$ cat src/host_cpu_access_port_regs.svh
`ifndef HOST_CPU_ACCESS_PORT_REGS_SVH
`define HOST_CPU_ACCESS_PORT_REGS_SVH

// byte-address bit that routes an access to sdram instead of the registers
`define HCAP_SDRAM_BIT     24
// serial frame layout, counted in bits already transferred
`define HCAP_SPI_BITS      7'h48
`define HCAP_SPI_HDR_END   7'h20
`define HCAP_SPI_RDST_IDX  7'h27
`define HCAP_SPI_DATA_END  7'h40
`define HCAP_SPI_OP_HI     30
`define HCAP_SPI_OP_LO     29
`define HCAP_SPI_BE_HI     28
`define HCAP_SPI_BE_LO     25
`define HCAP_SPI_AD_HI     23
// serial opcodes
`define HCAP_OP_WRITE      2'h1
`define HCAP_OP_READ       2'h2
// byte lanes
`define HCAP_BE_ALL        4'hF
`define HCAP_BE_NONE       4'h0
`define HCAP_ALIGN32       2'h0

`endif

$ cat src/host_cpu_access_port_pkg.sv
package host_cpu_access_port_pkg;

    typedef struct packed {
        logic        write;
        logic        sdram;
        logic [24:0] addr;
        logic [3:0]  be;
        logic [31:0] wdata;
    } access_s;

    typedef struct packed {
        logic        accept;
        logic        rd_valid;
        logic [31:0] rd_data;
        logic        wr_done;
    } target_rsp_s;

    typedef enum logic [1:0] {
        P_IDLE,
        P_RDWAIT,
        P_DONE
    } par_state_e;

endpackage

$ cat src/host_cpu_access_port.sv
`timescale 1ns/100ps
`include "host_cpu_access_port_regs.svh"
// Functional notes
// - decode each access as register or sdram, forward it, return read data
// - strap high at reset release selects the parallel bus
// - strap low selects serial slave; shared pins reused, others disabled
// - width pin high gives 32 bit bus, low gives 16 bit bus
// - no bursts; one chip-select assertion is exactly one access
// - bytes within a word are big-endian
// - ready goes low only once write is stored or read data driven
// - host drops select after ready, then device releases ready
// - writes are posted and answered with ready at once
// - next access waits for ready until posted write has finished
// - 32 bit mode: four byte enables replace the two low address bits
// - 16 bit mode: byte enables 0 and 1 replace address bit 0
// - sdram writes touch only enabled bytes
// - register writes are full width; host enables every byte
// - 32 bit mode ignores address bit 1, word aligned
// - 16 bit mode uses address bit 1, halfword aligned
// - reads return a full bus word; host keeps enables high
// - serial mode is a four-wire slave on a master-gated clock
// - clock invert strap sets serial clock polarity
// - clock phase strap picks sample or update on first transition
// - serial mode aligns every access to 32 bits; writes keep the frame's byte enables
module host_cpu_access_port
    import host_cpu_access_port_pkg::*;
(
    // clock, reset, enable
    input  wire logic                                  i_clk,
    input  wire logic                                  i_reset_n,
    input  wire logic                                  i_clk_en,
    // straps
    input  wire logic                                  i_host_port_select,
    input  wire logic                                  i_bus_width_select,
    // host pins
    input  wire logic                                  i_host_chip_select_n,
    input  wire logic                                  i_host_read_write,
    input  wire logic [24:1]                           i_host_address,
    input  wire logic [3:0]                            i_host_byte_enable_n,
    input  wire logic [31:0]                           i_host_data,
    output logic      [31:0]                           o_host_data,
    output logic      [31:0]                           o_host_data_oe,
    output logic                                       o_host_ready_n,
    // target side
    output logic                                       o_req_valid,
    output host_cpu_access_port_pkg::access_s          o_req,
    input  wire host_cpu_access_port_pkg::target_rsp_s i_rsp
);
    import host_cpu_access_port_pkg::*;

    logic        mode_taken;
    logic        spi_mode;
    logic        clk_inv;
    logic        clk_phase;
    par_state_e  state;
    logic        rd_wait;
    logic        wr_out;
    logic        busy;
    logic [31:0] rdata;
    logic        rd_ok;
    logic [31:0] pdata;
    logic        par_load;
    logic        spi_load;
    access_s     par_req;
    access_s     spi_req;
    // serial side
    logic        sclk_q;
    logic        sel_q;
    logic [6:0]  cnt;
    logic [63:0] sin;
    logic        hdr_taken;
    logic        spi_issued;
    logic [1:0]  cur_op;
    logic [3:0]  cur_be_n;
    logic [23:0] cur_addr;
    logic [1:0]  prev_op;
    logic [3:0]  prev_be_n;
    logic [23:0] prev_addr;
    logic        miso;
    logic        sclk;
    logic        sel_n;
    logic        lead;
    logic        trail;
    logic        sample;
    logic        shift;
    logic [71:0] frame_out;

    // straps are caught on the first enabled edge after reset release
    always_ff @(posedge i_clk or negedge i_reset_n) begin
        if (!i_reset_n) begin
            mode_taken <= 1'b0;
            spi_mode   <= 1'b0;
            clk_inv    <= 1'b0;
            clk_phase  <= 1'b0;
        end else if (i_clk_en && !mode_taken) begin
            mode_taken <= 1'b1;
            spi_mode   <= !i_host_port_select;
            clk_inv    <= i_host_byte_enable_n[3];
            clk_phase  <= i_host_read_write;
        end
    end

    assign busy = o_req_valid | wr_out | rd_wait;

    // parallel request: address and lanes per bus width
    always_comb begin
        par_req.write = !i_host_read_write;
        par_req.sdram = i_host_address[`HCAP_SDRAM_BIT];
        if (i_bus_width_select) begin
            par_req.addr  = {i_host_address[24:2], `HCAP_ALIGN32};
            par_req.be    = ~i_host_byte_enable_n;
            par_req.wdata = i_host_data;
        end else begin
            par_req.addr  = {i_host_address, 1'b0};
            // big-endian: the lower halfword address holds the high lanes
            par_req.be    = i_host_address[1] ? {2'h0, ~i_host_byte_enable_n[1:0]}
                                              : {~i_host_byte_enable_n[1:0], 2'h0};
            par_req.wdata = {i_host_data[15:0], i_host_data[15:0]};
        end
        if (!par_req.write) begin
            par_req.be = `HCAP_BE_ALL;
        end
    end

    // a new access waits here while any earlier write is still in flight
    assign par_load = i_clk_en && !spi_mode && mode_taken && state == P_IDLE
                      && !i_host_chip_select_n && !busy;

    // serial request is word aligned; reads enable all four lanes, writes use the frame's enables
    always_comb begin
        spi_req.write = (cur_op == `HCAP_OP_WRITE);
        spi_req.sdram = cur_addr[`HCAP_SDRAM_BIT - 1];
        spi_req.addr  = {cur_addr[23:1], `HCAP_ALIGN32};
        spi_req.be    = spi_req.write ? ~cur_be_n : `HCAP_BE_ALL;
        spi_req.wdata = sin[31:0];
    end

    assign spi_load = i_clk_en && spi_mode && !sel_n && hdr_taken && !spi_issued && !busy
                      && ((cur_op == `HCAP_OP_READ)
                          || (cur_op == `HCAP_OP_WRITE && cnt >= `HCAP_SPI_DATA_END));

    // request register toward the register file or sdram controller
    always_ff @(posedge i_clk or negedge i_reset_n) begin
        if (!i_reset_n) begin
            o_req_valid <= 1'b0;
            o_req       <= '0;
        end else if (i_clk_en) begin
            if (par_load) begin
                o_req_valid <= 1'b1;
                o_req       <= par_req;
            end else if (spi_load) begin
                o_req_valid <= 1'b1;
                o_req       <= spi_req;
            end else if (i_rsp.accept) begin
                o_req_valid <= 1'b0;
            end
        end
    end

    // outstanding write and read tracking; a set beats a clear
    always_ff @(posedge i_clk or negedge i_reset_n) begin
        if (!i_reset_n) begin
            wr_out  <= 1'b0;
            rd_wait <= 1'b0;
        end else if (i_clk_en) begin
            if (o_req_valid && i_rsp.accept && o_req.write) begin
                wr_out <= 1'b1;
            end else if (i_rsp.wr_done) begin
                wr_out <= 1'b0;
            end
            if ((par_load && !par_req.write) || (spi_load && !spi_req.write)) begin
                rd_wait <= 1'b1;
            end else if (i_rsp.rd_valid) begin
                rd_wait <= 1'b0;
            end
        end
    end

    // read data capture for the serial status frame; parallel reads use pdata
    always_ff @(posedge i_clk or negedge i_reset_n) begin
        if (!i_reset_n) begin
            rdata <= '0;
            rd_ok <= 1'b0;
        end else if (i_clk_en) begin
            if (rd_wait && i_rsp.rd_valid) begin
                rdata <= i_rsp.rd_data;
                rd_ok <= 1'b1;
            end else if (spi_load) begin
                rd_ok <= 1'b0;
            end
        end
    end

    // parallel handshake
    always_ff @(posedge i_clk or negedge i_reset_n) begin
        if (!i_reset_n) begin
            state          <= P_IDLE;
            o_host_ready_n <= 1'b1;
            pdata          <= '0;
        end else if (i_clk_en) begin
            unique case (state)
                P_IDLE: begin
                    if (par_load && par_req.write) begin
                        state          <= P_DONE;
                        o_host_ready_n <= 1'b0;
                    end else if (par_load) begin
                        state <= P_RDWAIT;
                    end
                end
                P_RDWAIT: begin
                    if (i_rsp.rd_valid) begin
                        // 16 bit reads hand back the halfword named by bit 1
                        pdata <= i_bus_width_select ? i_rsp.rd_data
                               : o_req.addr[1] ? {16'h0000, i_rsp.rd_data[15:0]}
                                               : {16'h0000, i_rsp.rd_data[31:16]};
                        state          <= P_DONE;
                        o_host_ready_n <= 1'b0;
                    end
                end
                P_DONE: begin
                    // held until select rises, so one select gives one access
                    if (i_host_chip_select_n) begin
                        state          <= P_IDLE;
                        o_host_ready_n <= 1'b1;
                    end
                end
            endcase
        end
    end

    // serial pins borrow the byte-enable inputs and data bit 0
    assign sclk   = i_host_byte_enable_n[0];
    assign sel_n  = i_host_byte_enable_n[2];
    // the leading edge leaves the idle level set by the invert strap
    assign lead   = clk_inv ? (sclk_q && !sclk) : (!sclk_q && sclk);
    assign trail  = clk_inv ? (!sclk_q && sclk) : (sclk_q && !sclk);
    assign sample = spi_mode && !sel_n && (clk_phase ? trail : lead);
    assign shift  = spi_mode && !sel_n && (clk_phase ? lead : trail);

    always_ff @(posedge i_clk or negedge i_reset_n) begin
        if (!i_reset_n) begin
            sclk_q <= 1'b0;
            sel_q  <= 1'b1;
        end else if (i_clk_en) begin
            sclk_q <= sclk;
            sel_q  <= sel_n;
        end
    end

    // input shifter freezes once address and data are in
    always_ff @(posedge i_clk or negedge i_reset_n) begin
        if (!i_reset_n) begin
            cnt <= '0;
            sin <= '0;
        end else if (i_clk_en) begin
            if (!spi_mode || sel_n) begin
                cnt <= '0;
            end else if (sample && cnt < `HCAP_SPI_BITS) begin
                cnt <= cnt + 7'h01;
                if (cnt < `HCAP_SPI_DATA_END) begin
                    sin <= {sin[62:0], i_host_byte_enable_n[1]};
                end
            end
        end
    end

    // header capture, issue tracking and previous-access echo
    always_ff @(posedge i_clk or negedge i_reset_n) begin
        if (!i_reset_n) begin
            hdr_taken  <= 1'b0;
            spi_issued <= 1'b0;
            cur_op     <= '0;
            cur_be_n   <= `HCAP_BE_ALL;
            cur_addr   <= '0;
            prev_op    <= '0;
            prev_be_n  <= `HCAP_BE_ALL;
            prev_addr  <= '0;
        end else if (i_clk_en) begin
            if (!spi_mode || sel_n) begin
                if (hdr_taken) begin
                    prev_op   <= cur_op;
                    prev_be_n <= cur_be_n;
                    prev_addr <= cur_addr;
                end
                hdr_taken  <= 1'b0;
                spi_issued <= 1'b0;
            end else begin
                if (!hdr_taken && cnt == `HCAP_SPI_HDR_END) begin
                    hdr_taken <= 1'b1;
                    cur_op    <= sin[`HCAP_SPI_OP_HI:`HCAP_SPI_OP_LO];
                    cur_be_n  <= sin[`HCAP_SPI_BE_HI:`HCAP_SPI_BE_LO];
                    cur_addr  <= sin[`HCAP_SPI_AD_HI:0];
                end
                if (spi_load) begin
                    spi_issued <= 1'b1;
                end
            end
        end
    end

    // status: a read reports its data, a write reports that nothing is in flight
    assign frame_out = {1'b0, prev_op, prev_be_n, 1'b0, prev_addr,
                        (cur_op == `HCAP_OP_READ) ? {7'h00, rd_ok, rdata}
                                                  : {32'h0000_0000, 7'h00, spi_issued && !busy}};

    // first bit is presented as select falls so phase 0 can sample at once
    always_ff @(posedge i_clk or negedge i_reset_n) begin
        if (!i_reset_n) begin
            miso <= 1'b0;
        end else if (i_clk_en) begin
            if (spi_mode && sel_q && !sel_n) begin
                miso <= frame_out[71];
            end else if (shift && cnt < `HCAP_SPI_BITS) begin
                miso <= frame_out[7'd71 - cnt];
            end
        end
    end

    // pin drive: parallel data only while answering a read
    always_comb begin
        o_host_data    = pdata;
        o_host_data_oe = '0;
        if (spi_mode) begin
            o_host_data       = {31'h0000_0000, miso};
            o_host_data_oe[0] = !sel_n;
        end else if (state == P_DONE && i_host_read_write) begin
            o_host_data_oe = i_bus_width_select ? 32'hFFFF_FFFF : 32'h0000_FFFF;
        end
    end
endmodule // host_cpu_access_port

$ cat config.mk
export PLATFORM = sky130hd
export DESIGN_NAME = host_cpu_access_port
export DESIGN_NICKNAME = d
export VERILOG_FILES = /design/src/host_cpu_access_port_pkg.sv /design/src/host_cpu_access_port.sv
export VERILOG_INCLUDE_DIRS = /design/src
export SDC_FILE = /design/constraint.sdc
export NUM_CORES = 1
export LEC_CHECK = 0
export BUFFER_PORTS_ARGS = -buffer_cell sky130_fd_sc_hd__buf_2
export CAP_MARGIN = 5
export CORE_ASPECT_RATIO = 0.9
export CORE_MARGIN = 3
export CORE_UTILIZATION = 35
export CTS_BUF_LIST = sky130_fd_sc_hd__clkbuf_8
export CTS_CLUSTER_DIAMETER = 100
export DETAILED_ROUTE_END_ITERATION = 16
export HOLD_SLACK_MARGIN = 0.08
export PLACE_DENSITY = 0.52
export SLEW_MARGIN = 10
export SYNTH_ARGS = -nofsm -noshare
export SYNTH_HDL_FRONTEND = slang
export SYNTH_SLANG_ARGS = --single-unit
$ cat constraint.sdc
create_clock -name i_clk -period 4.31 [get_ports i_clk]
set_input_delay 0.862 -clock i_clk [delete_from_list [all_inputs] [get_ports i_clk]]
set_output_delay 0.862 -clock i_clk [all_outputs]
set_load 0.01 [all_outputs]
==> qor.txt <==
clk slew on worst S/H paths: 0.06 ns
post-CTS resize count: 0
initial antenna violation count: 1
Root Buffer: clkbuf_8
vias in the first global route: 8,249
DP HPWL: 20.8 mm
CTS Hold Bufs: 0
pre-CTS setup slack: 1.10 ns
worst r2r dst: cur_addr[22]
commonest non-fill, non-tap cells in the layout: dfrtp_1, buf_2, nand2_1
Worst Hold Class: in -> async
fmax: 333 MHz
Die W: 197 um
commonest non-fill, non-tap cell in the layout: dfrtp_1
Crit. End Element: primary output
Pre-antenna DRT Iters: 4
initial core utilization: 35.7%
Peak VDD IR: 271 uV
layout net count: 1,341
I/O pin count: 231
Synth Flop Type: dfrtp_1
area leader, netlist: dfrtp_1
status: complete, no violations
final wirelength: 30.1 mm
Final setup viols: 0
crit-path cells: inv_1, ha_1, nand2_1, nor2_1, buf_4, and2_1, buf_2
remaining global-route overflow: 0
first-pass GRT wire length: 47.5 mm
Synth top area share: 50.2%
Seq/Total Area, Yosys: 52.4%
placed cell areas: 12,700 um^2
WL/cell: 17.9 um
final worst slack: 1.30 ns
Final Cycle Share: 69.8%
Detail Route Antenna Nets: 0
Crit path required time: 3.45 ns
Synth Cell Area: 11,500 um^2
final critical-path required period: 3.01 ns
# clock sinks: 240
proportion of layout cells with a drive suffix above 1: 37.8%
core area: 32,100 um^2
largest net degree at the start of global routing: 112
worst skew pair latency: 0.55 ns
# DRC: 0
gr usage total: 17.1%
ANT cells: 0
GP Congestion: 0.779
CTS tree: done
Slew Limit Fails: 0
slew margin rel.: 26.8%
asr flop ratio synth: 100%
arrival time worst endpoint: 2.14 ns
syn nets: 1,147
unrepaired setup endpoints after global routing: false
count of input and output buffers: 229
Avg Vias per Cell: 4.95
post-CTS setup buffer count: 0
setup TNS: 0 ns
worst slew pin tran: 1.10 ns
Max Cap Viol: 0
Critical R2R Launch: cnt[2]
FF+latch count, synth: 240
delay-heaviest family, CP: simple AND/OR/NAND/NOR gates
number of CTS-inserted buffers: 44
CP max stage delay: 0.40 ns
Power Density: 535 nW/um^2
row count: 62
static leakage: 6.75 nW
synthesized area per cell: 11.1 um^2
Die Ht: 178 um
Clock Skew: 0.0257 ns
DIE AREA: 35,000 um^2
Final Hold Vio Count: 0
Synth area leaders: dfrtp_1, mux2_2, nand2_1
1st-iter DRT viols: 352
critical path class: reg -> out
Syn Inst Count: 1,037
CP Max Fanout: 16
R2R depth: 3
Critical path buffers and inverters: 3
synth unique cells: 53
Fillers: 3,137
R2R Setup Slk: 1.58 ns
Final Cell Area: 13,600 um^2
vias post-DR: 8,304
area grow syn2layout: 18.5%
number of synthesized flops with an enable pin: 0
Critical Path Start Type: flip-flop
H-tree lvl count: 2
Clock Path Buffers: 3
slowest stage cell, crit path: dfrtp_1
YS warnings: 0
sequential cells by signal, summed over array words and instances (netlist names), 4 cells and up:
register   cells
prev_addr     24
cnt            7
prev_be_n      4
cur_be_n       4
sin           32
rdata         32
cur_addr      24
pdata         32
o_req         61
worst max path at each step:
stage	depth (start not counted)	startpoint	end
after floorplan	5	i_bus_width_select	o_host_data_oe[17]
after global placement	6	i_clk_en	state[1]
after detailed placement	6	i_clk_en	state[1]
after CTS	7	state[0]	o_host_data_oe[23]
after global routing	7	state[0]	o_host_data_oe[16]
final	7	state[0]	o_host_data_oe[23]
cell usage after synthesis (6+ instances only):
cell	number
a211oi_1	17
mux4_2	8
o21ai_0	46
mux2i_1	22
nor2b_1	51
nand3_1	16
nand2_1	190
clkbuf_1	42
a31oi_1	57
nand2b_1	12
mux2_4	29
inv_1	10
buf_2	8
dfrtp_1	230
nor2_1	62
buf_6	6
dfstp_2	10
mux2_2	105
buf_4	38
ha_1	8
cell type report:
class / count / area [um^2] / share of cell area (%)
Multi-Input combinational cell: 688 / 4840 / 35.6
Tap cell: 416 / 520 / 3.83
Timing Repair Buffer: 247 / 1300 / 9.59
Clock inverter: 20 / 92.6 / 0.681
Inverter: 10 / 37.5 / 0.276
Clock buffer: 57 / 785 / 5.77
Sequential cell: 240 / 6020 / 44.3
cell families after synthesis:
| group | Yosys count | synth area share, % |
|---|---|---|
| AO/OA/AOI/OAI | 149 | 8.28 |
| XOR/XNOR | 8 | 0.610 |
| other | 1 | 0.0327 |
| flip-flops | 240 | 52.4 |
| adder cells (fa/ha/maj) | 8 | 0.872 |
| AND/OR/NAND/NOR | 355 | 13.8 |
| multiplexers | 167 | 18.3 |
| buffers and inverters | 109 | 5.71 |
routing by layer:
layer	vias up	wire length, um	global-route usage (%)
li1	3954	-	-
met3	42	1800	3.95
met1	4077	14100	24.1
met2	229	13600	26.6
met4	2	537	4.42
met5	-	17	0
power breakdown:
part / switching, mW / leakage (nW) / internal [mW] / total, mW
logic: 1.02 / 3.19 / 0.913 / 1.94
clock network: 0.950 / 0.500 / 1.18 / 2.13
registers: 0.339 / 3.06 / 2.87 / 3.21
total: 2.31 / 6.75 / 4.97 / 7.28
per-stage QoR:
stage / hold slack [ns] / std cells / total power, mW / utilization (%)
6_report: 0.409 / 1678 / 7.28 / 42.3
2_1_floorplan: 0.442 / 1037 / 4.41 / -
3_5_place_dp: 0.462 / 1601 / 5.22 / 39.6
3_3_place_gp: 0.454 / 1601 / 5.18 / 39.6
5_1_grt: 0.456 / 1678 / 7.78 / 42.3
4_1_cts: 0.417 / 1678 / 7.41 / 42.3
No activity file was read; power rests on OpenSTA's default activity.
